===== config.mk =====
export PLATFORM = sky130hd
export DESIGN_NAME = wcu_top
export DESIGN_NICKNAME = d
export VERILOG_FILES = /design/src/design/wcu_pkg.sv /design/src/design/wcu_sync.sv /design/src/design/wcu_cmp.sv /design/src/design/wcu_top.sv
export SDC_FILE = /design/constraint.sdc
export NUM_CORES = 1
export LEC_CHECK = 0
export BUFFER_PORTS_ARGS = -buffer_cell sky130_fd_sc_hd__buf_2
export CORE_MARGIN = 3
export CORE_UTILIZATION = 60
export DETAILED_ROUTE_END_ITERATION = 6
export PLACE_DENSITY = 0.91
export SLEW_MARGIN = 0
export SYNTH_ARGS = -nofsm -noshare
export SYNTH_HDL_FRONTEND = slang
export SYNTH_SLANG_ARGS = --single-unit

===== constraint.sdc =====
create_clock -name i_clk -period 4.3 [get_ports i_clk]
set_input_delay 0.86 -clock i_clk [delete_from_list [all_inputs] [get_ports i_clk]]
set_output_delay 0.86 -clock i_clk [all_outputs]
set_load 0.02 [all_outputs]

===== src/design/wcu_pkg.sv =====
// Shared constants for the watchpoint compare unit.
// Assumes a 32-bit AXI4-Lite register bus and one core clock.
package wcu_pkg;

  // Register indices; byte address is four times the index
  localparam logic [4:0] IDX_W0_ADDR_VAL = 5'h08;
  localparam logic [4:0] IDX_W0_ADDR_MSK = 5'h09;
  localparam logic [4:0] IDX_W0_DATA_VAL = 5'h0a;
  localparam logic [4:0] IDX_W0_DATA_MSK = 5'h0b;
  localparam logic [4:0] IDX_W0_CTL_VAL = 5'h0c;
  localparam logic [4:0] IDX_W0_CTL_MSK = 5'h0d;
  localparam logic [4:0] IDX_W1_ADDR_VAL = 5'h10;
  localparam logic [4:0] IDX_W1_ADDR_MSK = 5'h11;
  localparam logic [4:0] IDX_W1_DATA_VAL = 5'h12;
  localparam logic [4:0] IDX_W1_DATA_IGNORE = 5'h13;
  localparam logic [4:0] IDX_W1_CONTROL_COMPARE = 5'h14;
  localparam logic [4:0] IDX_W1_CONTROL_IGNORE = 5'h15;

  // Register slot inside one watchpoint (index bits 2:0)
  localparam logic [2:0] SUB_ADDR_VAL = 3'h0;
  localparam logic [2:0] SUB_ADDR_MSK = 3'h1;
  localparam logic [2:0] SUB_DATA_VAL = 3'h2;
  localparam logic [2:0] SUB_DATA_MSK = 3'h3;
  localparam logic [2:0] SUB_CTL_VAL = 3'h4;
  localparam logic [2:0] SUB_CTL_MSK = 3'h5;

  // Control field positions
  localparam int CTL_DIR = 0;
  localparam int CTL_SIZE_LO = 1;
  localparam int CTL_SIZE_HI = 2;
  localparam int CTL_COMPRESSED_STATE_CMP = 1;
  localparam int CTL_SEL = 3;
  localparam int CTL_PRIV = 4;
  localparam int CTL_EXT = 5;
  localparam int CTL_CHAIN = 6;
  localparam int CTL_RANGE = 7;
  localparam int CTL_EN = 8;

  // Values after reset
  localparam logic [31:0] WORD_RST = 32'h0000_0000;
  localparam logic [8:0] CTL_VAL_RST = 9'h000;
  localparam logic [7:0] CTL_MSK_RST = 8'h00;

  // Bus answers and synchroniser depth
  localparam logic [1:0] RESP_OKAY = 2'h0;
  localparam logic [1:0] RESP_SLVERR = 2'h2;
  localparam int SYNC_STAGES = 3;

  // Channel state of the register bus slave
  typedef enum logic {
    WCU_IDLE = 1'b0,
    WCU_BUSY = 1'b1
  } wcu_bus_e;

endpackage


===== src/design/wcu_sync.sv =====
// Three-stage input synchroniser with agreement filter.
// Assumes inputs are asynchronous to i_clk; output moves once stages 2 and 3 agree.
`timescale 1ns/1ps
module wcu_sync #(
  parameter int W = 1
) (
  // Clock and reset
  input wire logic i_clk,
  input wire logic i_arst_n,
  input wire logic i_ce,
  // Data
  input wire logic [W-1:0] i_async,
  input wire logic [W-1:0] i_rst_val,
  output logic [W-1:0] o_sync
);
  logic [W-1:0] meta;
  logic [W-1:0] st2;
  logic [W-1:0] st3;
  logic [W-1:0] held;
  logic [W-1:0] next_held;

  // Per bit: follow only when the two settled stages agree
  genvar b;
  generate
    for (b = 0; b < W; b++) begin : g_bit
      assign next_held[b] = (st2[b] == st3[b]) ? st3[b] : held[b];
    end
  endgenerate

  // Chain of stages; meta is read by st2 alone
  always_ff @(posedge i_clk or negedge i_arst_n) begin
    if (!i_arst_n) begin
      meta <= '0;
      st2 <= '0;
      st3 <= '0;
      held <= '0;
    end else if (i_ce) begin
      meta <= i_async;
      st2 <= meta;
      st3 <= st2;
      held <= next_held;
    end
  end

  // Reset value shown until the chain has filled once
  logic [wcu_pkg::SYNC_STAGES:0] fill;
  always_ff @(posedge i_clk or negedge i_arst_n) begin
    if (!i_arst_n) begin
      fill <= '0;
    end else if (i_ce) begin
      fill <= {fill[wcu_pkg::SYNC_STAGES-1:0], 1'b1};
    end
  end

  assign o_sync = fill[wcu_pkg::SYNC_STAGES] ? held : i_rst_val;
endmodule


===== src/design/wcu_cmp.sv =====
// One watchpoint comparator: masked address, data and control compare.
// Assumes core buses are on the same clock; purely combinational.
`timescale 1ns/1ps
module wcu_cmp (
  // Programmed value and mask
  input wire logic [31:0] i_addr_val,
  input wire logic [31:0] i_addr_msk,
  input wire logic [31:0] i_data_val,
  input wire logic [31:0] i_data_msk,
  input wire logic [8:0] i_ctl_val,
  input wire logic [7:0] i_ctl_msk,
  // Instruction side
  input wire logic [31:0] i_instr_addr,
  input wire logic [31:0] i_instr_data,
  input wire logic i_compressed_state_cmp,
  input wire logic i_fetch_privilege_cmp,
  // Data side
  input wire logic [31:0] i_data_addr,
  input wire logic [31:0] i_data_bus,
  input wire logic i_data_direction_cmp,
  input wire logic [1:0] i_data_size_cmp,
  input wire logic i_data_privilege_cmp,
  // Link and external conditions
  input wire logic i_ext,
  input wire logic i_chain,
  input wire logic i_range,
  // Results
  output logic o_ac_match,
  output logic o_data_match,
  output logic o_match
);
  wire sel = i_ctl_val[wcu_pkg::CTL_SEL];
  wire [31:0] obs_addr = sel ? i_data_addr : i_instr_addr;
  wire [31:0] obs_data = sel ? i_data_bus : i_instr_data;
  wire [7:0] obs_ctl;
  // Unused instruction bits mirror the value so they never block a match
  assign obs_ctl[wcu_pkg::CTL_DIR] = sel ? i_data_direction_cmp : i_ctl_val[0];
  assign obs_ctl[wcu_pkg::CTL_SIZE_HI] = sel ? i_data_size_cmp[1] : i_ctl_val[2];
  assign obs_ctl[wcu_pkg::CTL_COMPRESSED_STATE_CMP] = sel ? i_data_size_cmp[0] : i_compressed_state_cmp;
  assign obs_ctl[wcu_pkg::CTL_SEL] = sel;
  assign obs_ctl[wcu_pkg::CTL_PRIV] = sel ? i_data_privilege_cmp : i_fetch_privilege_cmp;
  assign obs_ctl[wcu_pkg::CTL_EXT] = i_ext;
  assign obs_ctl[wcu_pkg::CTL_CHAIN] = i_chain;
  assign obs_ctl[wcu_pkg::CTL_RANGE] = i_range;
  // Select bit can never be masked
  wire [7:0] eff_msk = i_ctl_msk & ~(8'h01 << wcu_pkg::CTL_SEL);
  wire addr_ok = &(~(obs_addr ^ i_addr_val) | i_addr_msk);
  wire ctl_ok = &(~(obs_ctl ^ i_ctl_val[7:0]) | eff_msk);
  assign o_ac_match = addr_ok & ctl_ok;
  assign o_data_match = &(~(obs_data ^ i_data_val) | i_data_msk);
  assign o_match = o_ac_match & o_data_match;
endmodule


===== src/design/wcu_top.sv =====
// Watchpoint compare unit: two comparators, chain latch, range link,
// register file over AXI4-Lite and registered break flags to the core.
// Assumes core buses share i_clk; conditions and test reset come from pins.
//
// Implementation choice: the AXI4-Lite slave port.
`timescale 1ns/1ps
module wcu_top #(
  parameter int NUM_WP = 2
) (
  // Clock, reset, enable
  input wire logic i_clk,
  input wire logic i_arst_n,
  input wire logic i_ce,
  // Test reset and external conditions from pins
  input wire logic i_trst_n,
  input wire logic i_external_condition_wp0,
  input wire logic i_external_condition_wp1,
  // Instruction side of the core
  input wire logic [31:0] i_instr_addr,
  input wire logic [31:0] i_instr_data,
  input wire logic i_compressed_state_cmp,
  input wire logic i_fetch_privilege_cmp,
  // Data side of the core
  input wire logic [31:0] i_data_addr,
  input wire logic [31:0] i_data_bus,
  input wire logic i_data_direction_cmp,
  input wire logic [1:0] i_data_size_cmp,
  input wire logic i_data_privilege_cmp,
  // Break flags and link observation
  output logic o_instr_break_flag,
  output logic o_data_break_flag,
  output logic o_link_latch_out,
  output logic o_span_out,
  // AXI4-Lite write address
  input wire logic [31:0] s_axi_awaddr,
  input wire logic [2:0] s_axi_awprot,
  input wire logic s_axi_awvalid,
  output logic s_axi_awready,
  // AXI4-Lite write data
  input wire logic [31:0] s_axi_wdata,
  input wire logic [3:0] s_axi_wstrb,
  input wire logic s_axi_wvalid,
  output logic s_axi_wready,
  // AXI4-Lite write response
  output logic [1:0] s_axi_bresp,
  output logic s_axi_bvalid,
  input wire logic s_axi_bready,
  // AXI4-Lite read address
  input wire logic [31:0] s_axi_araddr,
  input wire logic [2:0] s_axi_arprot,
  input wire logic s_axi_arvalid,
  output logic s_axi_arready,
  // AXI4-Lite read data
  output logic [31:0] s_axi_rdata,
  output logic [1:0] s_axi_rresp,
  output logic s_axi_rvalid,
  input wire logic s_axi_rready
);

  // Byte-lane merge of a write into a stored word
  function automatic logic [31:0] merge(input logic [31:0] old_w,
                                        input logic [31:0] new_w,
                                        input logic [3:0] strb);
    logic [31:0] res;
    res = old_w;
    for (int k = 0; k < 4; k++) begin
      if (strb[k]) begin
        res[k*8 +: 8] = new_w[k*8 +: 8];
      end
    end
    return res;
  endfunction

  // Pin inputs: test reset and both external conditions
  logic [2:0] pins_sync;

  // Three stages, agreement filter
  wcu_sync #(
    .W(3)
  ) u_sync (
    .i_clk(i_clk),
    .i_arst_n(i_arst_n),
    .i_ce(i_ce),
    .i_async({i_trst_n, i_external_condition_wp1, i_external_condition_wp0}),
    .i_rst_val(3'b100),
    .o_sync(pins_sync)
  );
  wire trst_n_s = pins_sync[2];
  wire [1:0] ext_s = pins_sync[1:0];

  // ---- Write channel: address and data taken in either order ----
  // One write in flight at a time
  wcu_pkg::wcu_bus_e wr_state;
  logic aw_held;
  logic w_held;
  logic [4:0] aw_idx;
  logic [31:0] w_data;
  logic [3:0] w_strb;

  // Ready only while the slot is free; frozen with the clock enable
  assign s_axi_awready = i_ce & ~aw_held & (wr_state == wcu_pkg::WCU_IDLE);
  assign s_axi_wready = i_ce & ~w_held & (wr_state == wcu_pkg::WCU_IDLE);

  // Answer waits for bready
  assign s_axi_bvalid = (wr_state == wcu_pkg::WCU_BUSY);

  wire aw_take = s_axi_awvalid & s_axi_awready;
  wire w_take = s_axi_wvalid & s_axi_wready;
  wire wr_go = i_ce & aw_held & w_held & (wr_state == wcu_pkg::WCU_IDLE);

  // Decode of the held write index
  wire wr_unit = aw_idx[4];
  wire [2:0] wr_sub = aw_idx[2:0];

  // Only unit windows map
  wire wr_hit = (aw_idx[4] ^ aw_idx[3]) & (wr_sub <= wcu_pkg::SUB_CTL_MSK);
  wire wr_do = wr_go & wr_hit;

  // Write channel sequencing
  always_ff @(posedge i_clk or negedge i_arst_n) begin
    if (!i_arst_n) begin
      wr_state <= wcu_pkg::WCU_IDLE;
      aw_held <= 1'b0;
      w_held <= 1'b0;
      aw_idx <= 5'h00;
      w_data <= wcu_pkg::WORD_RST;
      w_strb <= 4'h0;
      s_axi_bresp <= wcu_pkg::RESP_OKAY;
    end else if (i_ce) begin
      if (aw_take) begin
        aw_held <= 1'b1;
        aw_idx <= s_axi_awaddr[6:2];
      end
      if (w_take) begin
        w_held <= 1'b1;
        w_data <= s_axi_wdata;
        w_strb <= s_axi_wstrb;
      end
      if (wr_go) begin
        wr_state <= wcu_pkg::WCU_BUSY;
        aw_held <= 1'b0;
        w_held <= 1'b0;
        s_axi_bresp <= wr_hit ? wcu_pkg::RESP_OKAY : wcu_pkg::RESP_SLVERR;
      end else if (s_axi_bvalid && s_axi_bready) begin
        wr_state <= wcu_pkg::WCU_IDLE;
      end
    end
  end

  // ---- Watchpoint register file, one set per unit ----
  logic [31:0] addr_val [NUM_WP];
  logic [31:0] addr_msk [NUM_WP];
  logic [31:0] data_val [NUM_WP];
  logic [31:0] data_msk [NUM_WP];
  logic [8:0] ctl_val [NUM_WP];
  logic [7:0] ctl_msk [NUM_WP];

  // Compare results, link feeds
  logic [NUM_WP-1:0] ac_hit;
  logic [NUM_WP-1:0] data_hit;
  logic [NUM_WP-1:0] wp_hit;
  logic [NUM_WP-1:0] chain_in;
  logic [NUM_WP-1:0] range_in;
  wire [1:0] ext_in = ext_s;
  logic link_latch;

  genvar u;

  // One register set per unit
  generate
    for (u = 0; u < NUM_WP; u++) begin : g_wp
      wire sel_me = wr_do & (wr_unit == 1'(u));
      wire [31:0] nv_ctl = merge({23'h00_0000, ctl_val[u]}, w_data, w_strb);
      wire [31:0] nv_msk = merge({24'h00_0000, ctl_msk[u]}, w_data, w_strb);

      // Stored values; masks keep the same layout as values
      always_ff @(posedge i_clk or negedge i_arst_n) begin
        if (!i_arst_n) begin
          addr_val[u] <= wcu_pkg::WORD_RST;
          addr_msk[u] <= wcu_pkg::WORD_RST;
          data_val[u] <= wcu_pkg::WORD_RST;
          data_msk[u] <= wcu_pkg::WORD_RST;
          ctl_val[u] <= wcu_pkg::CTL_VAL_RST;
          ctl_msk[u] <= wcu_pkg::CTL_MSK_RST;
        end else if (i_ce && sel_me) begin
          case (wr_sub)
            wcu_pkg::SUB_ADDR_VAL: addr_val[u] <= merge(addr_val[u], w_data, w_strb);
            wcu_pkg::SUB_ADDR_MSK: addr_msk[u] <= merge(addr_msk[u], w_data, w_strb);
            wcu_pkg::SUB_DATA_VAL: data_val[u] <= merge(data_val[u], w_data, w_strb);
            wcu_pkg::SUB_DATA_MSK: data_msk[u] <= merge(data_msk[u], w_data, w_strb);
            wcu_pkg::SUB_CTL_VAL: ctl_val[u] <= nv_ctl[8:0];
            wcu_pkg::SUB_CTL_MSK: begin
              ctl_msk[u] <= nv_msk[7:0] & ~(8'h01 << wcu_pkg::CTL_SEL);
            end
            default: ctl_msk[u] <= ctl_msk[u];
          endcase
        end
      end

      // Both buses in; bit 3 picks
      wcu_cmp u_cmp (
        .i_addr_val(addr_val[u]),
        .i_addr_msk(addr_msk[u]),
        .i_data_val(data_val[u]),
        .i_data_msk(data_msk[u]),
        .i_ctl_val(ctl_val[u]),
        .i_ctl_msk(ctl_msk[u]),
        .i_instr_addr(i_instr_addr),
        .i_instr_data(i_instr_data),
        .i_compressed_state_cmp(i_compressed_state_cmp),
        .i_fetch_privilege_cmp(i_fetch_privilege_cmp),
        .i_data_addr(i_data_addr),
        .i_data_bus(i_data_bus),
        .i_data_direction_cmp(i_data_direction_cmp),
        .i_data_size_cmp(i_data_size_cmp),
        .i_data_privilege_cmp(i_data_privilege_cmp),
        .i_ext(ext_in[u]),
        .i_chain(chain_in[u]),
        .i_range(range_in[u]),
        .o_ac_match(ac_hit[u]),
        .o_data_match(data_hit[u]),
        .o_match(wp_hit[u])
      );
    end
  endgenerate

  // Link from unit 1 into unit 0; unit 1 sees no partner, so zero
  assign chain_in = {1'b0, link_latch};
  assign range_in = {1'b0, wp_hit[1]};

  // Chain latch; a wp1 control value write or test reset takes priority
  wire ctl1_write = wr_do & wr_unit & (wr_sub == wcu_pkg::SUB_CTL_VAL);

  // Loads the wp1 data match only on a wp1 address/control hit
  always_ff @(posedge i_clk or negedge i_arst_n) begin
    if (!i_arst_n) begin
      link_latch <= 1'b0;
    end else if (i_ce) begin
      if (ctl1_write || !trst_n_s) begin
        link_latch <= 1'b0;
      end else if (ac_hit[1]) begin
        link_latch <= data_hit[1];
      end
    end
  end

  // Break requests: enable gates, select bit steers the flag
  logic [NUM_WP-1:0] brk_i;
  logic [NUM_WP-1:0] brk_d;

  // Gate and steer per unit
  generate
    for (u = 0; u < NUM_WP; u++) begin : g_brk
      wire armed = wp_hit[u] & ctl_val[u][wcu_pkg::CTL_EN];
      assign brk_d[u] = armed & ctl_val[u][wcu_pkg::CTL_SEL];
      assign brk_i[u] = armed & ~ctl_val[u][wcu_pkg::CTL_SEL];
    end
  endgenerate

  // Either unit may break
  wire next_instr_break = |brk_i;
  wire next_data_break = |brk_d;

  // Registered flags to the core, one cycle after the bus sample
  always_ff @(posedge i_clk or negedge i_arst_n) begin
    if (!i_arst_n) begin
      o_instr_break_flag <= 1'b0;
      o_data_break_flag <= 1'b0;
      o_span_out <= 1'b0;
    end else if (i_ce) begin
      o_instr_break_flag <= next_instr_break;
      o_data_break_flag <= next_data_break;
      o_span_out <= wp_hit[1];
    end
  end

  // Latch is already a flop
  assign o_link_latch_out = link_latch;

  // ---- Read channel ----
  wcu_pkg::wcu_bus_e rd_state;
  assign s_axi_arready = i_ce & (rd_state == wcu_pkg::WCU_IDLE);
  assign s_axi_rvalid = (rd_state == wcu_pkg::WCU_BUSY);

  // Read decode by index
  wire [4:0] rd_idx = s_axi_araddr[6:2];
  wire rd_unit = rd_idx[4];
  wire [2:0] rd_sub = rd_idx[2:0];

  // Same map as writes
  wire rd_hit = (rd_idx[4] ^ rd_idx[3]) & (rd_sub <= wcu_pkg::SUB_CTL_MSK);

  // Misses select zero
  logic [31:0] rd_word;
  always_comb begin
    case (rd_sub)
      wcu_pkg::SUB_ADDR_VAL: rd_word = addr_val[rd_unit];
      wcu_pkg::SUB_ADDR_MSK: rd_word = addr_msk[rd_unit];
      wcu_pkg::SUB_DATA_VAL: rd_word = data_val[rd_unit];
      wcu_pkg::SUB_DATA_MSK: rd_word = data_msk[rd_unit];
      wcu_pkg::SUB_CTL_VAL: rd_word = {23'h00_0000, ctl_val[rd_unit]};
      wcu_pkg::SUB_CTL_MSK: rd_word = {24'h00_0000, ctl_msk[rd_unit]};
      default: rd_word = wcu_pkg::WORD_RST;
    endcase
  end

  // Answer one cycle after the address; unmapped reads zero with an error
  always_ff @(posedge i_clk or negedge i_arst_n) begin
    if (!i_arst_n) begin
      rd_state <= wcu_pkg::WCU_IDLE;
      s_axi_rdata <= wcu_pkg::WORD_RST;
      s_axi_rresp <= wcu_pkg::RESP_OKAY;
    end else if (i_ce) begin
      if (s_axi_arvalid && s_axi_arready) begin
        rd_state <= wcu_pkg::WCU_BUSY;
        s_axi_rdata <= rd_hit ? rd_word : wcu_pkg::WORD_RST;
        s_axi_rresp <= rd_hit ? wcu_pkg::RESP_OKAY : wcu_pkg::RESP_SLVERR;
      end else if (s_axi_rvalid && s_axi_rready) begin
        rd_state <= wcu_pkg::WCU_IDLE;
      end
    end
  end

  // Protection attributes carry no meaning here
  wire unused_prot = ^{s_axi_awprot, s_axi_arprot, s_axi_awaddr[31:7], s_axi_awaddr[1:0],
                       s_axi_araddr[31:7], s_axi_araddr[1:0]};
endmodule


# --- Word level (Yosys, flattened, before mapping) ---
# Cells that the tools add are included.
classes:
  bitwise_logic: 54
  n_mul: 0
  add_sub_neg: 0
  reduce_logical: 72
  div: 0
  eq_ne: 13
  n_shift: 0
  mux: 45
  order_cmp: 3
ops:
  columns: ["op", "n"]
  rows:
  - ["two-way mux 32 bit", 17]
  - ["case mux 32 bit (6 select lines)", 1]
  - ["inverter 32 bit", 4]
  - ["bitwise OR 32 bit", 4]
  - ["AND reduction 32 bit", 4]
  - ["bitwise XOR 32 bit", 4]
  - ["AND reduction 3 bit", 38]
  - ["two-way mux 9 bit", 3]
  - ["bitwise AND 1 bit", 26]
  - ["two-way mux 8 bit", 3]
  - ["AND reduction 2 bit", 12]
  - ["two-way mux 1 bit", 18]
  - ["inverter 8 bit", 2]
  - ["bitwise OR 8 bit", 2]
  - ["AND reduction 8 bit", 2]
  - ["== test 3 x 2 -> 1 bit, second input constant", 4]
  - ["== test 3 bit, second input constant", 4]
  - ["nonzero test 2 bit", 5]
  - ["bitwise XOR 6 x 8 -> 8 bit", 1]
  - ["bitwise XOR 8 bit", 1]
  - ["inverter 1 bit", 7]
  - ["== test 3 x 1 -> 1 bit, second input constant", 2]
  - ["less-or-equal comparator 3 bit, second input constant", 2]
  - ["zero test 3 bit", 2]
  - ["10 further kinds", 19]
totals:
  mem_count: 0
  output_inout_bits: 45
  latch_bits: 0
  register_bits: 389
  in_bits: 251
  mem_bits_ro: 0
  wordCells: 246
  ramBits: 0

# --- Logic depth before layout (Yosys ltp) ---
depth:
  ltp_word: 16
  ltp_mapped: 10
  depth_no_buf: 8

# --- Hierarchy ---
# A second synthesis with hierarchy kept.
hier_totals:
  hier_cells: 1639
  area_unflattened_um2: 20568.5
by_module_without_submodules:
  columns: ["mod", "n_inst", "area_each_um2", "seq_area_each_um2", "cells_per_inst"]
  rows:
  - ["wcu_top", 1, 16473.3, 9283.9, 1198]
  - ["wcu_cmp", 2, 1717.9, 0.0, 197]
  - ["wcu_sync", 1, 659.4, 400.4, 47]

# --- Worst setup path before layout ---
# OpenSTA, ideal clock, no wires.
synth_path:
  kind: "input to register"
  start: "input port i_ce"
  end: "register w_data[12]"
  required_time_ns: 4.175
  stages: 7
  setup_time_ns: 0.125
  path_buffers: 3
  t_arrival_ns: 2.627
  path_slack_ns: 1.549
  path_cell_list: "buf_2 nand2b_1 nor2_1 and2_1 clkbuf_1 clkbuf_1 mux2_2"
synth_via:
  elab_chain_cells: 4
synth_rtl:
  columns: ["item", "line", "rtl"]
  rows:
  - ["start: declaration", "wcu_top.sv:13", "input wire logic i_ce,"]
  - ["bitwise AND 1 bit (2 in series)", "wcu_top.sv:102", "assign s_axi_wready = i_ce & ~w_held & (wr_state == wcu_pkg::WCU_IDLE);"]
  - ["named net s_axi_wready", "wcu_top.sv:43", "output logic s_axi_wready,"]
  - ["bitwise AND 1 bit", "wcu_top.sv:108", "wire w_take = s_axi_wvalid & s_axi_wready;"]
  - ["AND reduction 2 bit (no source line)", null, null]
  - ["end signal: assignment", "wcu_top.sv:126", "w_data <= wcu_pkg::WORD_RST;"]
  - ["end signal: assignment", "wcu_top.sv:136", "w_data <= s_axi_wdata;"]
  - ["end: declaration", "wcu_top.sv:97", "logic [31:0] w_data;"]
# The timed path passes the listed nets, and every way through them passes these cells.
# A chain may end at the register's enable or synchronous reset.

# --- Final worst setup path ---
layout_path:
  start: "register ctl_val[3] (netlist bit)"
  end: "register o_data_break_flag"
layout_via:
  elab_chain_cells: 16
  word_cells_on_any_way: 31
  cone_classes: "mux (6); bitwise (20); reduce/logical (5)"
layout_rtl:
  columns: ["item", "line", "rtl"]
  rows:
  - ["start: declaration", "wcu_top.sv:155", "logic [8:0] ctl_val [NUM_WP];"]
  - ["start signal: indexed assignment", "wcu_top.sv:183", "ctl_val[u] <= wcu_pkg::CTL_VAL_RST;"]
  - ["start signal: indexed assignment", "wcu_top.sv:191", "wcu_pkg::SUB_CTL_VAL: ctl_val[u] <= nv_ctl[8:0];"]
  - ["two-way mux 32 bit, or another cell as far along", "wcu_cmp.sv:33", "wire [31:0] obs_addr = sel ? i_data_addr : i_instr_addr;"]
  - ["bitwise XOR 32 bit / bitwise XOR 6 x 8 -> 8 bit (equally long branches)", "wcu_cmp.sv:47, wcu_cmp.sv:48", null]
  - ["inverter 32 bit / inverter 8 bit (equally long branches)", "wcu_cmp.sv:47, wcu_cmp.sv:48", null]
  - ["bitwise OR 32 bit / bitwise OR 8 bit (equally long branches)", "wcu_cmp.sv:47, wcu_cmp.sv:48", null]
  - ["AND reduction 32 bit / AND reduction 8 bit (equally long branches)", "wcu_cmp.sv:47, wcu_cmp.sv:48", null]
  - ["bitwise AND 1 bit", "wcu_cmp.sv:49", "assign o_ac_match = addr_ok & ctl_ok;"]
  - ["bitwise AND 1 bit", "wcu_cmp.sv:51", "assign o_match = o_ac_match & o_data_match;"]
  - ["bitwise XOR 8 bit", "wcu_cmp.sv:48", "wire ctl_ok = &(~(obs_ctl ^ i_ctl_val[7:0]) | eff_msk);"]
  - ["inverter 8 bit", "wcu_cmp.sv:48", null]
  - ["bitwise OR 8 bit", "wcu_cmp.sv:48", null]
  - ["AND reduction 8 bit", "wcu_cmp.sv:48", null]
  - ["bitwise AND 1 bit", "wcu_cmp.sv:49", null]
  - ["bitwise AND 1 bit", "wcu_cmp.sv:51", null]
  - ["bitwise AND 1 bit", "wcu_top.sv:254", "wire armed = wp_hit[u] & ctl_val[u][wcu_pkg::CTL_EN];"]
  - ["bitwise AND 1 bit", "wcu_top.sv:255", "assign brk_d[u] = armed & ctl_val[u][wcu_pkg::CTL_SEL];"]
  - ["OR reduction 2 bit (*)", "wcu_top.sv:262", "wire next_data_break = |brk_d;"]
  - ["end signal: assignment", "wcu_top.sv:272", "o_data_break_flag <= next_data_break;"]
  - ["end: declaration", "wcu_top.sv:31", "output logic o_data_break_flag,"]
# Every way passes the cells marked *; elsewhere a longest branch is shown, timed or not.

==> results.txt <==
----------------------------------------------------
[Run status]
  Outcome ... finished, final reports clean

[Timing]
  Min cycle time layout ... 4.11 ns
  Total of endpoints with negative setup slack in the final report ... 0
  Worst slew margin relative to its limit ... 10.1%
  Final Hold Viols ... 0
  Ratio of final minimum period to clock period ... 95.7%
  Max Clock Skew ... 0.0176 ns
  Highest clock frequency the design can meet ... 243 MHz
  Slew at the pin with the worst max-slew slack ... 1.35 ns
  Number of max-slew violations in the final report ... 0
  Setup repair after global routing missed its margin ... no
  Setup TNS ... 0 ns

[Placed design]
  Routability congestion estimate from global placement ... 0.972
  IO Port Bufs ... 233
  Half-perimeter wire length after placement ... 45.9 mm
  Number of placed instances with taps included ... 2211

[GRT]
  Antenna violations before repair ... 3
  GRT Util Overall ... 35.6%
  Via count of the first global-routing pass ... 15600
  Grt total ovfl ... 0
  Global-route wire length before repair ... 96.0 mm
  Maximum number of pins on one net before global-route repair ... 99

[Drt]
  Starting DRT DRC Count ... 1664
  Number of nets with antenna violations after routing ... 0
  DRC errors left ... 0
  Via count normalized by instance count ... 6.71
  Total wirelength of the detailed-routed design ... 64.4 mm
  Pre-antenna DRT Iters ... 5
  Count of vias placed by the detailed router ... 15300
  Wire length per cell ... 28.2 µm

[Power and ir drop]
  Max IR drop VDD ... 0.460 mV
  Int Pwr ... 8.15 mW
  Proportion of power drawn by flip-flops and latches ... 45.1%
  Sw Share ... 36.7%
  Clock share of power ... 26.1%
  Pwr Density ... 558 nW/µm²
  Net switching power ... 4.73 mW
  Proportion of power drawn by combinational gates ... 28.8%
  Leakage power ... 12.0 nW

[Clocking]
  CTS clock-pin slew for the worst setup and hold paths ... 0.06 ns
  Clock tree buffer depth ... 3
  Skew-Pair Late Insertion Delay ... 0.54 ns
  Clock tree sinks ... 387
  Cells resized by post-CTS repair ... 0
  CTS root buf ... sky130_fd_sc_hd__clkbuf_16
  Post-CTS Repair Setup Buffers ... 0
  TritonCTS clock tree ... done
  Htree depth ... 2
  # hold bufs at CTS ... 0
  Total clock buffers created by CTS ... 41

[Floorplan]
  Vertical extent of the die ... 189 µm
  # rows ... 66
  Initial standard-cell utilization of the core ... 61.5%
  Width of the die ... 189 µm
  Die area ... 35800 µm²
  Placeable core area ... 32800 µm²
  Ports ... 296

[Run]
  Max-cap viol count ... 0

[Final layout]
  Diodes inserted ... 0
  # fillers ... 2276
  Layout cells sized above 1 ... 41.6%
  Non-filler cells in the finished layout ... 2282
  Post-synthesis to final-layout area growth ... 14.4%
  Count of nets after finishing ... 2063

[Yosys]
  Async SR Flop Fraction ... 100%
  Top FF cell, synth ... sky130_fd_sc_hd__dfrtp_1
  Area of the mapped netlist ... 20200 µm²
  Syn Area/Cell ... 12.7 µm²
  Post-synth cell types ... 53
  Post-synthesis sequential element count ... 387
  Number of cells produced by synthesis ... 1583
  Post-synth EDFFs ... 0
  Synth Warn # ... 0
  Sequential cell area fraction in the yosys report ... 48.0%

[Worst setup path]
  Data required time of the critical path ... 4.75 ns
  Setup Crit Path Kind ... register to register
  Startpoint Class ... register
  CP Max Fanout ... 40
  Data arrival at the endpoint of the critical path ... 4.56 ns
  Crit. End Element ... register

[Worst hold path]
  Class of the tightest hold or removal check ... primary input to async pin

----------------------------------------------------
==> cells in the mapped netlist, types with 11 or more instances <==
library cell	n	area (µm²)
sky130_fd_sc_hd__clkbuf_1	43	161
sky130_fd_sc_hd__a22oi_1	21	158
sky130_fd_sc_hd__o22ai_1	68	425
sky130_fd_sc_hd__nor2_1	40	150
sky130_fd_sc_hd__inv_1	11	41.3
sky130_fd_sc_hd__xor2_1	134	1170
sky130_fd_sc_hd__dfrtp_1	387	9680
sky130_fd_sc_hd__mux2_2	356	4010
sky130_fd_sc_hd__buf_1	11	41.3
sky130_fd_sc_hd__nor2_2	36	225
sky130_fd_sc_hd__nor4_1	17	106
sky130_fd_sc_hd__a22o_1	18	158
sky130_fd_sc_hd__mux2i_1	162	1620
sky130_fd_sc_hd__a21oi_1	35	175
sky130_fd_sc_hd__o21ai_0	44	220
sky130_fd_sc_hd__nand2_1	62	233
sky130_fd_sc_hd__mux4_2	35	788
sky130_fd_sc_hd__buf_2	17	85.1
==> critical path, stage by stage (launching register included) <==
cell,delay [ns]
sky130_fd_sc_hd__dfrtp_4,0.91
sky130_fd_sc_hd__buf_4,0.39
sky130_fd_sc_hd__mux2i_1,0.25
sky130_fd_sc_hd__xor2_1,0.20
sky130_fd_sc_hd__o221ai_1,0.31
sky130_fd_sc_hd__nor4_1,0.72
sky130_fd_sc_hd__nand4_1,0.36
sky130_fd_sc_hd__nor4_2,0.57
sky130_fd_sc_hd__a32oi_1,0.20
sky130_fd_sc_hd__o21ai_1,0.11
==> per-stage QoR <==
step	setup slack [ns]	total power, mW	hold WS (ns)	utilization, %	area (µm²)
after floorplan	1.55	7.84	0.431	-	20200
after global placement	0.616	9.18	0.444	66.6	21800
after detailed placement	0.470	9.39	0.465	66.6	21800
after CTS	0.449	12.7	0.413	70.4	23100
after global routing	0.267	13.3	0.441	70.4	23100
final	0.185	12.9	0.376	70.4	23100
==> power groups by stage <==
stage	clock (mW)	sequential, mW	combinational, mW
floorplan	0	5.15	2.69
global placement	0	5.69	3.49
detailed placement	0	5.79	3.59
CTS	3.35	5.74	3.64
global route	3.51	5.90	3.88
finish	3.36	5.82	3.71
==> flip-flops by register name, indices dropped and copies added (netlist names), 3 cells and up <==
register,count
addr_val,64
ctl_val,18
s_axi_rdata,32
u_sync.meta,3
data_val,64
aw_idx,5
w_strb,4
addr_msk,64
data_msk,64
w_data,32
u_sync.fill,4
u_sync.st2,3
u_sync.held,3
ctl_msk,14
u_sync.st3,3
==> cells in the final DEF (no fill, tap or decap), drive strengths merged, types with 3 or more instances in the layout <==
cell type / Yosys / layout
nor2b: 3 / 3
and2: 4 / 4
nand3b: 3 / 3
mux2i: 162 / 162
a211oi: 3 / 3
a22oi: 21 / 21
nand2: 62 / 62
nand4: 3 / 3
nor4: 18 / 18
inv: 12 / 12
o221ai: 4 / 4
o21ai: 46 / 46
a221oi: 4 / 4
mux4: 35 / 35
dfrtp: 387 / 387
buf: 36 / 264
o22ai: 68 / 68
o211ai: 7 / 7
mux2: 356 / 356
a22o: 18 / 18
xor2: 134 / 134
a32oi: 4 / 4
a21o: 4 / 4
clkbuf: 43 / 55
a32o: 5 / 5
xnor2: 7 / 7
a21oi: 35 / 35
clkinv: 0 / 13
nor2: 76 / 76
==> layout make-up <==
| class | count | area, µm² | area share [%] |
|---|---|---|---|
| clock inverters | 16 | 110 | 0.477 |
| inverters | 12 | 45.0 | 0.195 |
| clock buffers | 55 | 1130 | 4.89 |
| well taps | 442 | 553 | 2.40 |
| repair buffers | 264 | 1460 | 6.34 |
| multi-input cells | 1106 | 10100 | 43.7 |
| flip-flops and latches | 387 | 9690 | 42.0 |
==> logic make-up after synthesis <==
kind of cell | Yosys count | share of synthesized area [%]
AOI/OAI and AO/OA | 228 | 7.37
xor gates and xnor gates | 141 | 6.13
buffers and inverters | 91 | 2.06
DFF | 387 | 48.0
muxes | 553 | 31.8
other | 1 | 0.0186
and+or+nand+nor | 182 | 4.54
==> metal layers <==
layer,routed length [µm],vias to the layer above,global-route usage [%]
li1,-,6304,-
met1,24000,7699,47.7
met2,29400,1076,55.4
met3,7180,233,8.54
met4,3720,6,16.6
met5,34,-,0
==> path summary, 6_finish.rpt <==
kind                                start           endpoint  slack, ns  cells past startpoint
max                            ctl_val[3]  o_data_break_flag       0.19                      9
min                              i_arst_n     s_axi_rdata[1]       0.38                      1
max in group asynchronous        i_arst_n    s_axi_rdata[21]       3.00                      2
max reg2reg                    ctl_val[3]  o_data_break_flag       0.19                      9
min in group i_clk         u_sync.fill[0]     u_sync.fill[0]       0.48                      1
min reg2reg                u_sync.fill[0]     u_sync.fill[0]       0.48                      1
Power figures use the tool's default switching activity.
